File: src/logic/cnlss_regs.vh
// constants for the canopen node layer-setting and pdo block
`ifndef CNLSS_REGS_VH
`define CNLSS_REGS_VH

// apb register byte offsets
`define CN_OFF_STATUS 12'h000
`define CN_OFF_SERIAL 12'h004
`define CN_OFF_ODADDR 12'h008
`define CN_OFF_ODDATA 12'h00c
`define CN_OFF_ODSTAT 12'h010
`define CN_OFF_NODE 12'h014
`define CN_SERIAL_RST 32'h00000000

// identity defaults, values arbitrary
`define CN_VENDOR_DEF 32'h00005a01
`define CN_PRODUCT_DEF 32'h00005a02
`define CN_REVISION_DEF 32'h00005a03

// decoded message kinds from the can controller
`define CN_MSG_SW_GLOBAL 3'h0
`define CN_MSG_SW_SELECT 3'h1
`define CN_MSG_CFG_ID 3'h2
`define CN_MSG_CFG_BT 3'h3
`define CN_MSG_STORE 3'h4
`define CN_MSG_NMT 3'h5
`define CN_MSG_SYNC 3'h6
`define CN_SW_ARG_WAIT 8'h00
`define CN_SW_ARG_CFG 8'h01

// network management commands and states
`define CN_NMT_START 8'h01
`define CN_NMT_STOP 8'h02
`define CN_NMT_PREOP 8'h80
`define CN_NMT_RST_NODE 8'h81
`define CN_NMT_RST_COMM 8'h82
`define CN_ST_INIT 2'h0
`define CN_ST_PREOP 2'h1
`define CN_ST_OP 2'h2
`define CN_ST_STOP 2'h3

// node id and bit timing
`define CN_ID_MIN 7'h01
`define CN_ID_MAX 7'h7f
`define CN_ID_DEF 7'h70
`define CN_BT_DEF 4'h8
`define CN_BT_MAX 4'h8
`define CN_KBPS_DEF 10'd10

// pdo transmission
`define CN_TT_SYNC 8'h01
`define CN_TT_EVENT 8'hff
`define CN_EVT_DEF 16'h0000
`define CN_MS_NS 1000000
`define CN_CLK_NS 10

// object dictionary
`define CN_COMM_LO 16'h1000
`define CN_COMM_HI 16'h1fff
`define CN_MFR_LO 16'h2000
`define CN_MFR_HI 16'h5fff
`define CN_DEV_LO 16'h6000
`define CN_DEV_HI 16'h9fff
`define CN_IDX_RPDO_COMM 16'h1400
`define CN_IDX_TPDO_COMM 16'h1800
`define CN_COB_RPDO 11'h200
`define CN_COB_TPDO 11'h180
`define CN_SUB_COUNT 8'h00
`define CN_SUB_COB 8'h01
`define CN_SUB_TT 8'h02
`define CN_SUB_EVT 8'h05
`define CN_TPDO_SUBS 8'h05
`define CN_RPDO_SUBS 8'h02
`define CN_MFR_SUBS 8'h04
`define CN_RG_COMM 3'h1
`define CN_RG_MFR 3'h2
`define CN_RG_DEV 3'h3
`define CN_RG_OTHER 3'h0

`endif

File: src/logic/cnlss_od_mem.v
// object dictionary value memory with registered read data
`timescale 1ns/1ps
`default_nettype none
module cnlss_od_mem (
  // clock
  input wire pclk,
  // write port
  input wire we,
  input wire [3:0] waddr,
  input wire [31:0] wdata,
  // read port
  input wire [3:0] raddr,
  output reg [31:0] rdata
);
  reg [31:0] mem [0:15];

  always @(posedge pclk) begin
    if (we) begin
      mem[waddr] <= wdata;
    end
    rdata <= mem[raddr];
  end
endmodule
`default_nettype wire

File: src/logic/cnlss_node.v
// canopen node: layer settings, nmt states, tpdo triggers, sdo object access over apb
// What this block does
// - layer-setting state is waiting or configuration and starts in waiting.
// - in configuration the node accepts node id and bit timing commands.
// - in waiting the node runs normally and applies no id or rate change.
// - a selective switch enters configuration only if all four identity values match.
// - a global switch naming configuration enters it whatever the identity.
// - a configured node id must lie in 0x01 to 0x7f, other values are refused.
// - bit timing index 0 to 8 maps to 1 Mbps down to 10 kbps.
// - store keeps the configured id and rate, a global switch to waiting applies them.
// - without reconfiguration the node uses id 0x70 and 10 kbps.
// - transmission type 1 sends the tpdo on every sync.
// - transmission type 255 sends the tpdo every event-timer milliseconds.
// - tpdo and rpdo configuration objects are readable.
// - states init, pre-operational, operational, stopped; sdo in preop and op, pdo in op.
// - communication, manufacturer and device objects sit in their index regions.
// - multi-element objects serve each element at its own sub-index from 1.
//
// Chosen here: the register addresses and the APB register port.
`timescale 1ns/1ps
`default_nettype none
`include "cnlss_regs.vh"
module cnlss_node #(
  parameter [31:0] VENDOR_ID = `CN_VENDOR_DEF,
  parameter [31:0] PRODUCT_CODE = `CN_PRODUCT_DEF,
  parameter [31:0] REVISION = `CN_REVISION_DEF,
  parameter integer MS_CYCLES = `CN_MS_NS / `CN_CLK_NS
) (
  // clock and reset
  input wire pclk,
  input wire presetn,
  // apb slave
  input wire psel,
  input wire penable,
  input wire pwrite,
  input wire [11:0] paddr,
  input wire [31:0] pwdata,
  output wire [31:0] prdata,
  output wire pready,
  output wire pslverr,
  // decoded messages from the can controller
  input wire msg_valid,
  input wire [2:0] msg_type,
  input wire [7:0] msg_arg,
  input wire [31:0] msg_vendor,
  input wire [31:0] msg_product,
  input wire [31:0] msg_revision,
  input wire [31:0] msg_serial,
  // layer-setting status
  output wire lss_config,
  output wire lss_ack,
  output wire lss_err,
  // active settings
  output wire [6:0] node_id,
  output wire [3:0] bit_timing,
  output wire [9:0] bitrate_kbps,
  // network state and pdo
  output wire [1:0] nmt_state,
  output wire sdo_allowed,
  output wire pdo_allowed,
  output wire tpdo_tx
);
  function [9:0] bt_rate;
    input [3:0] idx;
    begin
      case (idx)
        4'h0: bt_rate = 10'd1000;
        4'h1: bt_rate = 10'd800;
        4'h2: bt_rate = 10'd500;
        4'h3: bt_rate = 10'd250;
        4'h4: bt_rate = 10'd125;
        4'h5: bt_rate = 10'd100;
        4'h6: bt_rate = 10'd50;
        4'h7: bt_rate = 10'd20;
        default: bt_rate = 10'd10;
      endcase
    end
  endfunction
  reg lss_cfg_q;
  reg lss_ack_q;
  reg lss_err_q;
  reg [6:0] node_id_q;
  reg [6:0] pend_id_q;
  reg [6:0] stored_id_q;
  reg [3:0] bt_q;
  reg [3:0] pend_bt_q;
  reg [3:0] stored_bt_q;
  reg [9:0] kbps_q;
  reg [1:0] nmt_q;
  reg [7:0] tt_q;
  reg [15:0] evt_q;
  reg [16:0] ms_cnt_q;
  reg [15:0] evt_cnt_q;
  reg tpdo_q;
  reg [31:0] serial_q;
  reg [31:0] od_addr_q;
  reg [31:0] od_rdata_q;
  reg od_err_q;
  reg [2:0] fetch_q;
  reg [31:0] prdata_q;
  wire is_msg = msg_valid;
  wire id_match = (msg_vendor == VENDOR_ID) && (msg_product == PRODUCT_CODE) &&
                  (msg_revision == REVISION) && (msg_serial == serial_q);
  wire sync_in = is_msg && (msg_type == `CN_MSG_SYNC);
  // layer-setting services
  always @(posedge pclk or negedge presetn) begin
    if (!presetn) begin
      lss_cfg_q <= 1'b0;
      lss_ack_q <= 1'b0;
      lss_err_q <= 1'b0;
      node_id_q <= `CN_ID_DEF;
      pend_id_q <= `CN_ID_DEF;
      stored_id_q <= `CN_ID_DEF;
      bt_q <= `CN_BT_DEF;
      pend_bt_q <= `CN_BT_DEF;
      stored_bt_q <= `CN_BT_DEF;
    end else begin
      lss_ack_q <= 1'b0;
      lss_err_q <= 1'b0;
      if (is_msg) begin
        case (msg_type)
          `CN_MSG_SW_GLOBAL: begin
            if (msg_arg == `CN_SW_ARG_CFG) begin
              lss_cfg_q <= 1'b1;
              if (!lss_cfg_q) begin
                pend_id_q <= node_id_q;
                pend_bt_q <= bt_q;
              end
            end else if (msg_arg == `CN_SW_ARG_WAIT && lss_cfg_q) begin
              lss_cfg_q <= 1'b0;
              node_id_q <= stored_id_q;
              bt_q <= stored_bt_q;
            end
          end
          `CN_MSG_SW_SELECT: begin
            // mismatch falls through with nothing touched
            if (id_match && !lss_cfg_q) begin
              lss_cfg_q <= 1'b1;
              lss_ack_q <= 1'b1;
              pend_id_q <= node_id_q;
              pend_bt_q <= bt_q;
            end
          end
          `CN_MSG_CFG_ID: begin
            if (lss_cfg_q) begin
              lss_ack_q <= 1'b1;
              if (msg_arg[7] || msg_arg[6:0] < `CN_ID_MIN) begin
                lss_err_q <= 1'b1;
              end else begin
                pend_id_q <= msg_arg[6:0];
              end
            end
          end
          `CN_MSG_CFG_BT: begin
            if (lss_cfg_q) begin
              lss_ack_q <= 1'b1;
              if (msg_arg[7:4] != 4'h0 || msg_arg[3:0] > `CN_BT_MAX) begin
                lss_err_q <= 1'b1;
              end else begin
                pend_bt_q <= msg_arg[3:0];
              end
            end
          end
          `CN_MSG_STORE: begin
            if (lss_cfg_q) begin
              lss_ack_q <= 1'b1;
              stored_id_q <= pend_id_q;
              stored_bt_q <= pend_bt_q;
            end
          end
          default: lss_ack_q <= 1'b0;
        endcase
      end
    end
  end
  always @(posedge pclk or negedge presetn) begin
    if (!presetn) begin
      kbps_q <= `CN_KBPS_DEF;
    end else begin
      kbps_q <= bt_rate(bt_q);
    end
  end
  // network management state
  always @(posedge pclk or negedge presetn) begin
    if (!presetn) begin
      nmt_q <= `CN_ST_INIT;
    end else begin
      case (nmt_q)
        `CN_ST_INIT: nmt_q <= `CN_ST_PREOP;
        default: begin
          if (is_msg && msg_type == `CN_MSG_NMT) begin
            case (msg_arg)
              `CN_NMT_START: nmt_q <= `CN_ST_OP;
              `CN_NMT_STOP: nmt_q <= `CN_ST_STOP;
              `CN_NMT_PREOP: nmt_q <= `CN_ST_PREOP;
              `CN_NMT_RST_NODE: nmt_q <= `CN_ST_INIT;
              `CN_NMT_RST_COMM: nmt_q <= `CN_ST_INIT;
              default: nmt_q <= nmt_q;
            endcase
          end
        end
      endcase
    end
  end
  wire sdo_ok = (nmt_q == `CN_ST_PREOP) || (nmt_q == `CN_ST_OP);
  wire pdo_ok = (nmt_q == `CN_ST_OP);
  // tpdo triggers, millisecond tick compared at full integer width
  wire ms_tick = ({15'h0000, ms_cnt_q} == MS_CYCLES - 1);
  wire evt_run = pdo_ok && (tt_q == `CN_TT_EVENT) && (evt_q != 16'h0000);
  wire evt_fire = evt_run && ms_tick && (evt_cnt_q == evt_q - 16'h0001);
  always @(posedge pclk or negedge presetn) begin
    if (!presetn) begin
      ms_cnt_q <= 17'h00000;
      evt_cnt_q <= 16'h0000;
      tpdo_q <= 1'b0;
    end else begin
      if (!evt_run || ms_tick) begin
        ms_cnt_q <= 17'h00000;
      end else begin
        ms_cnt_q <= ms_cnt_q + 17'h00001;
      end
      if (!evt_run || evt_fire) begin
        evt_cnt_q <= 16'h0000;
      end else if (ms_tick) begin
        evt_cnt_q <= evt_cnt_q + 16'h0001;
      end
      tpdo_q <= (pdo_ok && tt_q == `CN_TT_SYNC && sync_in) || evt_fire;
    end
  end
  // object dictionary decode
  wire [15:0] od_idx = od_addr_q[15:0];
  wire [7:0] od_sub = od_addr_q[23:16];
  wire od_in_comm = (od_idx >= `CN_COMM_LO) && (od_idx <= `CN_COMM_HI);
  wire od_in_mfr = (od_idx >= `CN_MFR_LO) && (od_idx <= `CN_MFR_HI);
  wire od_in_dev = (od_idx >= `CN_DEV_LO) && (od_idx <= `CN_DEV_HI);
  wire [2:0] od_region = od_in_comm ? `CN_RG_COMM : od_in_mfr ? `CN_RG_MFR :
                         od_in_dev ? `CN_RG_DEV : `CN_RG_OTHER;
  wire [7:0] sub_m1 = od_sub - 8'h01;
  wire [3:0] mem_addr = {od_idx[1:0], sub_m1[1:0]};
  wire [31:0] mem_rdata;
  wire [10:0] tpdo_cob = `CN_COB_TPDO + {4'h0, node_id_q};
  wire [10:0] rpdo_cob = `CN_COB_RPDO + {4'h0, node_id_q};
  reg od_hit;
  reg od_wok;
  reg [31:0] od_val;
  always @* begin
    od_hit = 1'b0;
    od_wok = 1'b0;
    od_val = 32'h00000000;
    if (od_in_mfr) begin
      od_hit = (od_sub <= `CN_MFR_SUBS);
      od_wok = (od_sub != `CN_SUB_COUNT) && (od_sub <= `CN_MFR_SUBS);
      od_val = (od_sub == `CN_SUB_COUNT) ? {24'h000000, `CN_MFR_SUBS} : mem_rdata;
    end else if (od_idx == `CN_IDX_TPDO_COMM) begin
      od_hit = 1'b1;
      case (od_sub)
        `CN_SUB_COUNT: od_val = {24'h000000, `CN_TPDO_SUBS};
        `CN_SUB_COB: od_val = {21'h000000, tpdo_cob};
        `CN_SUB_TT: od_val = {24'h000000, tt_q};
        `CN_SUB_EVT: od_val = {16'h0000, evt_q};
        default: od_hit = 1'b0;
      endcase
      od_wok = (od_sub == `CN_SUB_TT) || (od_sub == `CN_SUB_EVT);
    end else if (od_idx == `CN_IDX_RPDO_COMM) begin
      od_hit = 1'b1;
      case (od_sub)
        `CN_SUB_COUNT: od_val = {24'h000000, `CN_RPDO_SUBS};
        `CN_SUB_COB: od_val = {21'h000000, rpdo_cob};
        `CN_SUB_TT: od_val = {24'h000000, `CN_TT_EVENT};
        default: od_hit = 1'b0;
      endcase
    end
  end
  // apb slave, zero wait except while an object fetch is in flight
  wire busy = |fetch_q;
  wire acc = psel && penable && !busy;
  wire wr = acc && pwrite;
  wire addr_ok = (paddr == `CN_OFF_STATUS) || (paddr == `CN_OFF_SERIAL) ||
                 (paddr == `CN_OFF_ODADDR) || (paddr == `CN_OFF_ODDATA) ||
                 (paddr == `CN_OFF_ODSTAT) || (paddr == `CN_OFF_NODE);
  wire od_wr = wr && (paddr == `CN_OFF_ODDATA);
  wire od_wr_ok = od_wr && od_wok && sdo_ok;
  wire mem_we = od_wr_ok && od_in_mfr;

  always @(posedge pclk or negedge presetn) begin
    if (!presetn) begin
      serial_q <= `CN_SERIAL_RST;
      od_addr_q <= 32'h00000000;
      od_rdata_q <= 32'h00000000;
      od_err_q <= 1'b0;
      fetch_q <= 3'h0;
      tt_q <= `CN_TT_EVENT;
      evt_q <= `CN_EVT_DEF;
    end else begin
      fetch_q <= {fetch_q[1:0], wr && (paddr == `CN_OFF_ODADDR)};
      if (wr && paddr == `CN_OFF_SERIAL) begin
        serial_q <= pwdata;
      end
      if (wr && paddr == `CN_OFF_ODADDR) begin
        od_addr_q <= {8'h00, pwdata[23:0]};
      end
      if (fetch_q[1]) begin
        od_rdata_q <= (od_hit && sdo_ok) ? od_val : 32'h00000000;
        od_err_q <= !(od_hit && sdo_ok);
      end
      if (od_wr) begin
        od_err_q <= !od_wr_ok;
        if (od_wr_ok) begin
          od_rdata_q <= pwdata;
        end
      end
      if (od_wr_ok && od_idx == `CN_IDX_TPDO_COMM && od_sub == `CN_SUB_TT) begin
        tt_q <= pwdata[7:0];
      end
      if (od_wr_ok && od_idx == `CN_IDX_TPDO_COMM && od_sub == `CN_SUB_EVT) begin
        evt_q <= pwdata[15:0];
      end
    end
  end

  cnlss_od_mem u_mem (
    .pclk(pclk),
    .we(mem_we),
    .waddr(mem_addr),
    .wdata(pwdata),
    .raddr(mem_addr),
    .rdata(mem_rdata)
  );

  // read data is registered each cycle the slave is selected
  reg [31:0] rd_mux;
  always @* begin
    rd_mux = 32'h00000000;
    case (paddr)
      `CN_OFF_STATUS: rd_mux = {16'h0000, tt_q, 3'h0, pdo_ok, sdo_ok, nmt_q, lss_cfg_q};
      `CN_OFF_SERIAL: rd_mux = serial_q;
      `CN_OFF_ODADDR: rd_mux = od_addr_q;
      `CN_OFF_ODDATA: rd_mux = od_rdata_q;
      `CN_OFF_ODSTAT: rd_mux = {28'h0000000, od_err_q, od_region};
      `CN_OFF_NODE: rd_mux = {8'h00, stored_bt_q, 1'b0, stored_id_q, bt_q, 1'b0, node_id_q};
      default: rd_mux = 32'h00000000;
    endcase
  end
  always @(posedge pclk or negedge presetn) begin
    if (!presetn) begin
      prdata_q <= 32'h00000000;
    end else if (psel) begin
      prdata_q <= rd_mux;
    end
  end
  assign prdata = prdata_q;
  assign pready = !busy;
  assign pslverr = acc && !addr_ok;
  assign lss_config = lss_cfg_q;
  assign lss_ack = lss_ack_q;
  assign lss_err = lss_err_q;
  assign node_id = node_id_q;
  assign bit_timing = bt_q;
  assign bitrate_kbps = kbps_q;
  assign nmt_state = nmt_q;
  assign sdo_allowed = sdo_ok;
  assign pdo_allowed = pdo_ok;
  assign tpdo_tx = tpdo_q;
endmodule
`default_nettype wire

File: config.mk
export PLATFORM = sky130hd
export DESIGN_NAME = cnlss_node
export DESIGN_NICKNAME = d
export VERILOG_FILES = /design/src/logic/cnlss_od_mem.v /design/src/logic/cnlss_node.v
export VERILOG_INCLUDE_DIRS = /design/src /design/src/logic
export SDC_FILE = /design/constraint.sdc
export NUM_CORES = 1
export LEC_CHECK = 0
export BUFFER_PORTS_ARGS = -buffer_cell sky130_fd_sc_hd__buf_4
export CAP_MARGIN = 20
export CORE_UTILIZATION = 40
export CTS_CLUSTER_SIZE = 16
export DETAILED_ROUTE_END_ITERATION = 8
export GPL_ROUTABILITY_DRIVEN = 0
export HOLD_SLACK_MARGIN = 0.05
export PLACE_DENSITY_LB_ADDON = 0.25
export SYNTH_ARGS = -nofsm -noshare
export SYNTH_HDL_FRONTEND = slang
export SYNTH_SLANG_ARGS = --single-unit
File: constraint.sdc
create_clock -name pclk -period 12.4 [get_ports pclk]
set_input_delay 2.48 -clock pclk [delete_from_list [all_inputs] [get_ports pclk]]
set_output_delay 2.48 -clock pclk [all_outputs]
set_load 0.02 [all_outputs]
==> flow_summary.ini <==
[clocking]
hold_buffers = 0
cts_buffers = 83
cts_root_buf = clkbuf_16
htreeDepth = 3
cts.repair.resized = 0
max-clock-path-buffers = 3
clk_latency_ns = 0.64
cts_tree = done
clock_sinks = 774
clkSlewWorstSetupHoldPaths_ns = 0.05
post-cts-setup-buffer-count = 0

[sta]
slew_headroom_pct = 20.3
max_freq_mhz = 154
whs_ns = 0.393
finalSetupTns_ns = 0
rsz0062_at_grt = no
min_period_over_period_pct = 52.2
finalHoldViolations = 0
maxSlewViolCount = 0
setup_viol_count_final = 0
worstMarginPinSlew_ns = 1.19
skew_ns = 0.0199
period_needed_ns = 6.48

[synthesis]
synth_seq_cells = 774
ys_types = 78
yosys_warnings = 0
synth_cells = 1949
seq_area_frac_synth_pct = 67.8
synthesis.area_um2 = 32200
synth_edf_count = 512
avgSynthCellArea_um2 = 16.5
synthFlopType = edfxtp_1
synth_fp_nets = 2153
synthArstFlopShare_pct = 29.7

[floorplanning]
std_cell_rows = 103
dieArea_um2 = 81600
ios = 252
die_w_um = 286
core_um2 = 79300
dieHeight_um = 286
initial_utilization_pct = 40.6

[worst_setup_path]
worstPathMaxFanout = 4
reg2reg_depth = 8
critical_path_arrival_ns = 4.00
critPathKind = input pin to output port
endpoint_kind = output port
cp.required_ns = 9.92
critPathLaunchType = input pin

[route]
wl_um = 84400
drt_iter0_drc = 2187
drcViolationCount = 0
via_per_inst = 5.77
wl_per_cell_um = 25.4
dr_total_vias = 19100
postRouteAntennaNets = 0
first_pass_iters = 8

[run]
maxCapViolations = 0

[global_routing]
grt_max_degree = 95
grt_pass1_wl_um = 126000
antenna_found_initial = 2
grt-ovfl-total = 0
grt_pass1_vias = 19300
track_usage_pct = 20.7

[finish]
fillers = 6712
final_common_cell = edfxtp_1
nNetsFinal = 2407
seqCellArea_um2 = 21800
drive_gt1_share_pct = 32.4
final_cells = 3320
final_cell_mix = edfxtp_1 (512), buf_4 (270), dfrtp_1 (205)
multi_input_area_um2 = 9910
syn2layout_area_growth_pct = 18.2

[worst_hold_path]
min_path_type = register to register
whs_path_depth = 0

[power]
ir_worst_vdd_mv = 0.0972
power.density_nw_per_um2 = 144
finalPower_mw = 5.48
p_leak_nw = 13.7

[place]
place_hpwl_um = 56300
place.port_buffers = 251
place_inst = 3165

[run_status]
status = complete, no violations
-- cells in the mapped netlist, types with 24 or more instances --
master    count  area, um2
nor2_1      102        383
dfxtp_1      32        641
clkbuf_1     72        270
o21ai_0      41        205
xnor2_1      43        377
edfxtp_1    512      15400
and3_1       24        150
nor3_1       24        120
nand3_1      39        195
a22oi_1      28        210
nand2_1      80        300
a21oi_1      62        310
inv_1        34        128
a22o_1       31        272
mux2_2      108       1220
nor4_1       27        169
xor2_1       28        245
dfrtp_1     208       5200
mux4_2      160       3600
-- registers in the layout, indices dropped and copies added, names as in the netlist, 7 cells and up --
name,count
od_rdata_q,32
pend_id_q,7
u_mem.rdata,32
stored_id_q,7
bitrate_kbps,10
serial_q,32
ms_cnt_q,17
tt_q,8
od_addr_q,24
evt_q,16
evt_cnt_q,16
prdata,32
u_mem.mem,512
node_id,7
-- worst max-delay path, stage by stage --
cell and delay (ns):
buf_4 0.11, or4_1 0.54, or3_1 0.44, a21oi_1 0.21, nor2_1 0.07, buf_4 0.16
-- metrics by stage --
| stage | utilization [%] | setup slack, ns | cell area, um2 |
|---|---|---|---|
| after floorplan | - | 4.25 | 32200 |
| after global placement | 44.4 | 5.57 | 35200 |
| after detailed placement | 44.4 | 5.40 | 35200 |
| after CTS | 47.9 | 5.91 | 38000 |
| after global routing | 48.0 | 5.77 | 38000 |
| final | 48.0 | 5.92 | 38000 |
-- cell families (layout without fill, tap and decap cells) --
family / after synthesis / after routing / share of synthesized area [%]
AO/OA/AOI/OAI: 262 / 262 / 5.67
XOR/XNOR: 72 / 72 / 2.00
adder cells (fa/ha/maj): 15 / 15 / 0.583
buffers and inverters: 140 / 460 / 1.72
flip-flops: 774 / 774 / 67.8
multiplexers: 279 / 279 / 15.5
other: 0 / 1 / 0
AND/OR/NAND/NOR: 407 / 407 / 6.77
-- area by class of cell --
| cell class | instances | share of cell area, % |
|---|---|---|
| clock inverter | 40 | 1.14 |
| tap | 1050 | 3.45 |
| multi-input combinational | 1035 | 26.1 |
| inverter | 35 | 0.345 |
| sequential | 774 | 57.3 |
| timing repair buffer | 274 | 5.57 |
| antenna | 1 | 0.00658 |
| clock buffer | 111 | 6.09 |
-- report_power, final --
group	switching (mW)	leakage (nW)	internal (mW)
clock network	1.01	1.35	1.48
registers	0.0165	7.72	2.78
logic	0.121	4.59	0.0794
-- routing by layer --
layer	vias to the layer above	track usage [%]	share of wire, %
met3	146	3.60	7.5
met2	840	31.2	45
met1	9905	30.5	45
li1	8257	-	-
met4	0	6.47	2.9
met5	-	0	0
-- worst paths after layout --
| kind | from | end | slack (ns) |
|---|---|---|---|
| max | paddr[9] | pslverr | 5.92 |
| min | fetch_q[0] | fetch_q[1] | 0.39 |
| max reg2reg | od_addr_q[16] | u_mem.mem[4][31] | 7.26 |
| min reg2reg | fetch_q[0] | fetch_q[1] | 0.39 |
| max in group asynchronous | presetn | od_addr_q[16] | 9.08 |
| min in group asynchronous | presetn | ms_cnt_q[14] | 1.87 |
Note: power is estimated with default switching activity, not from simulation.
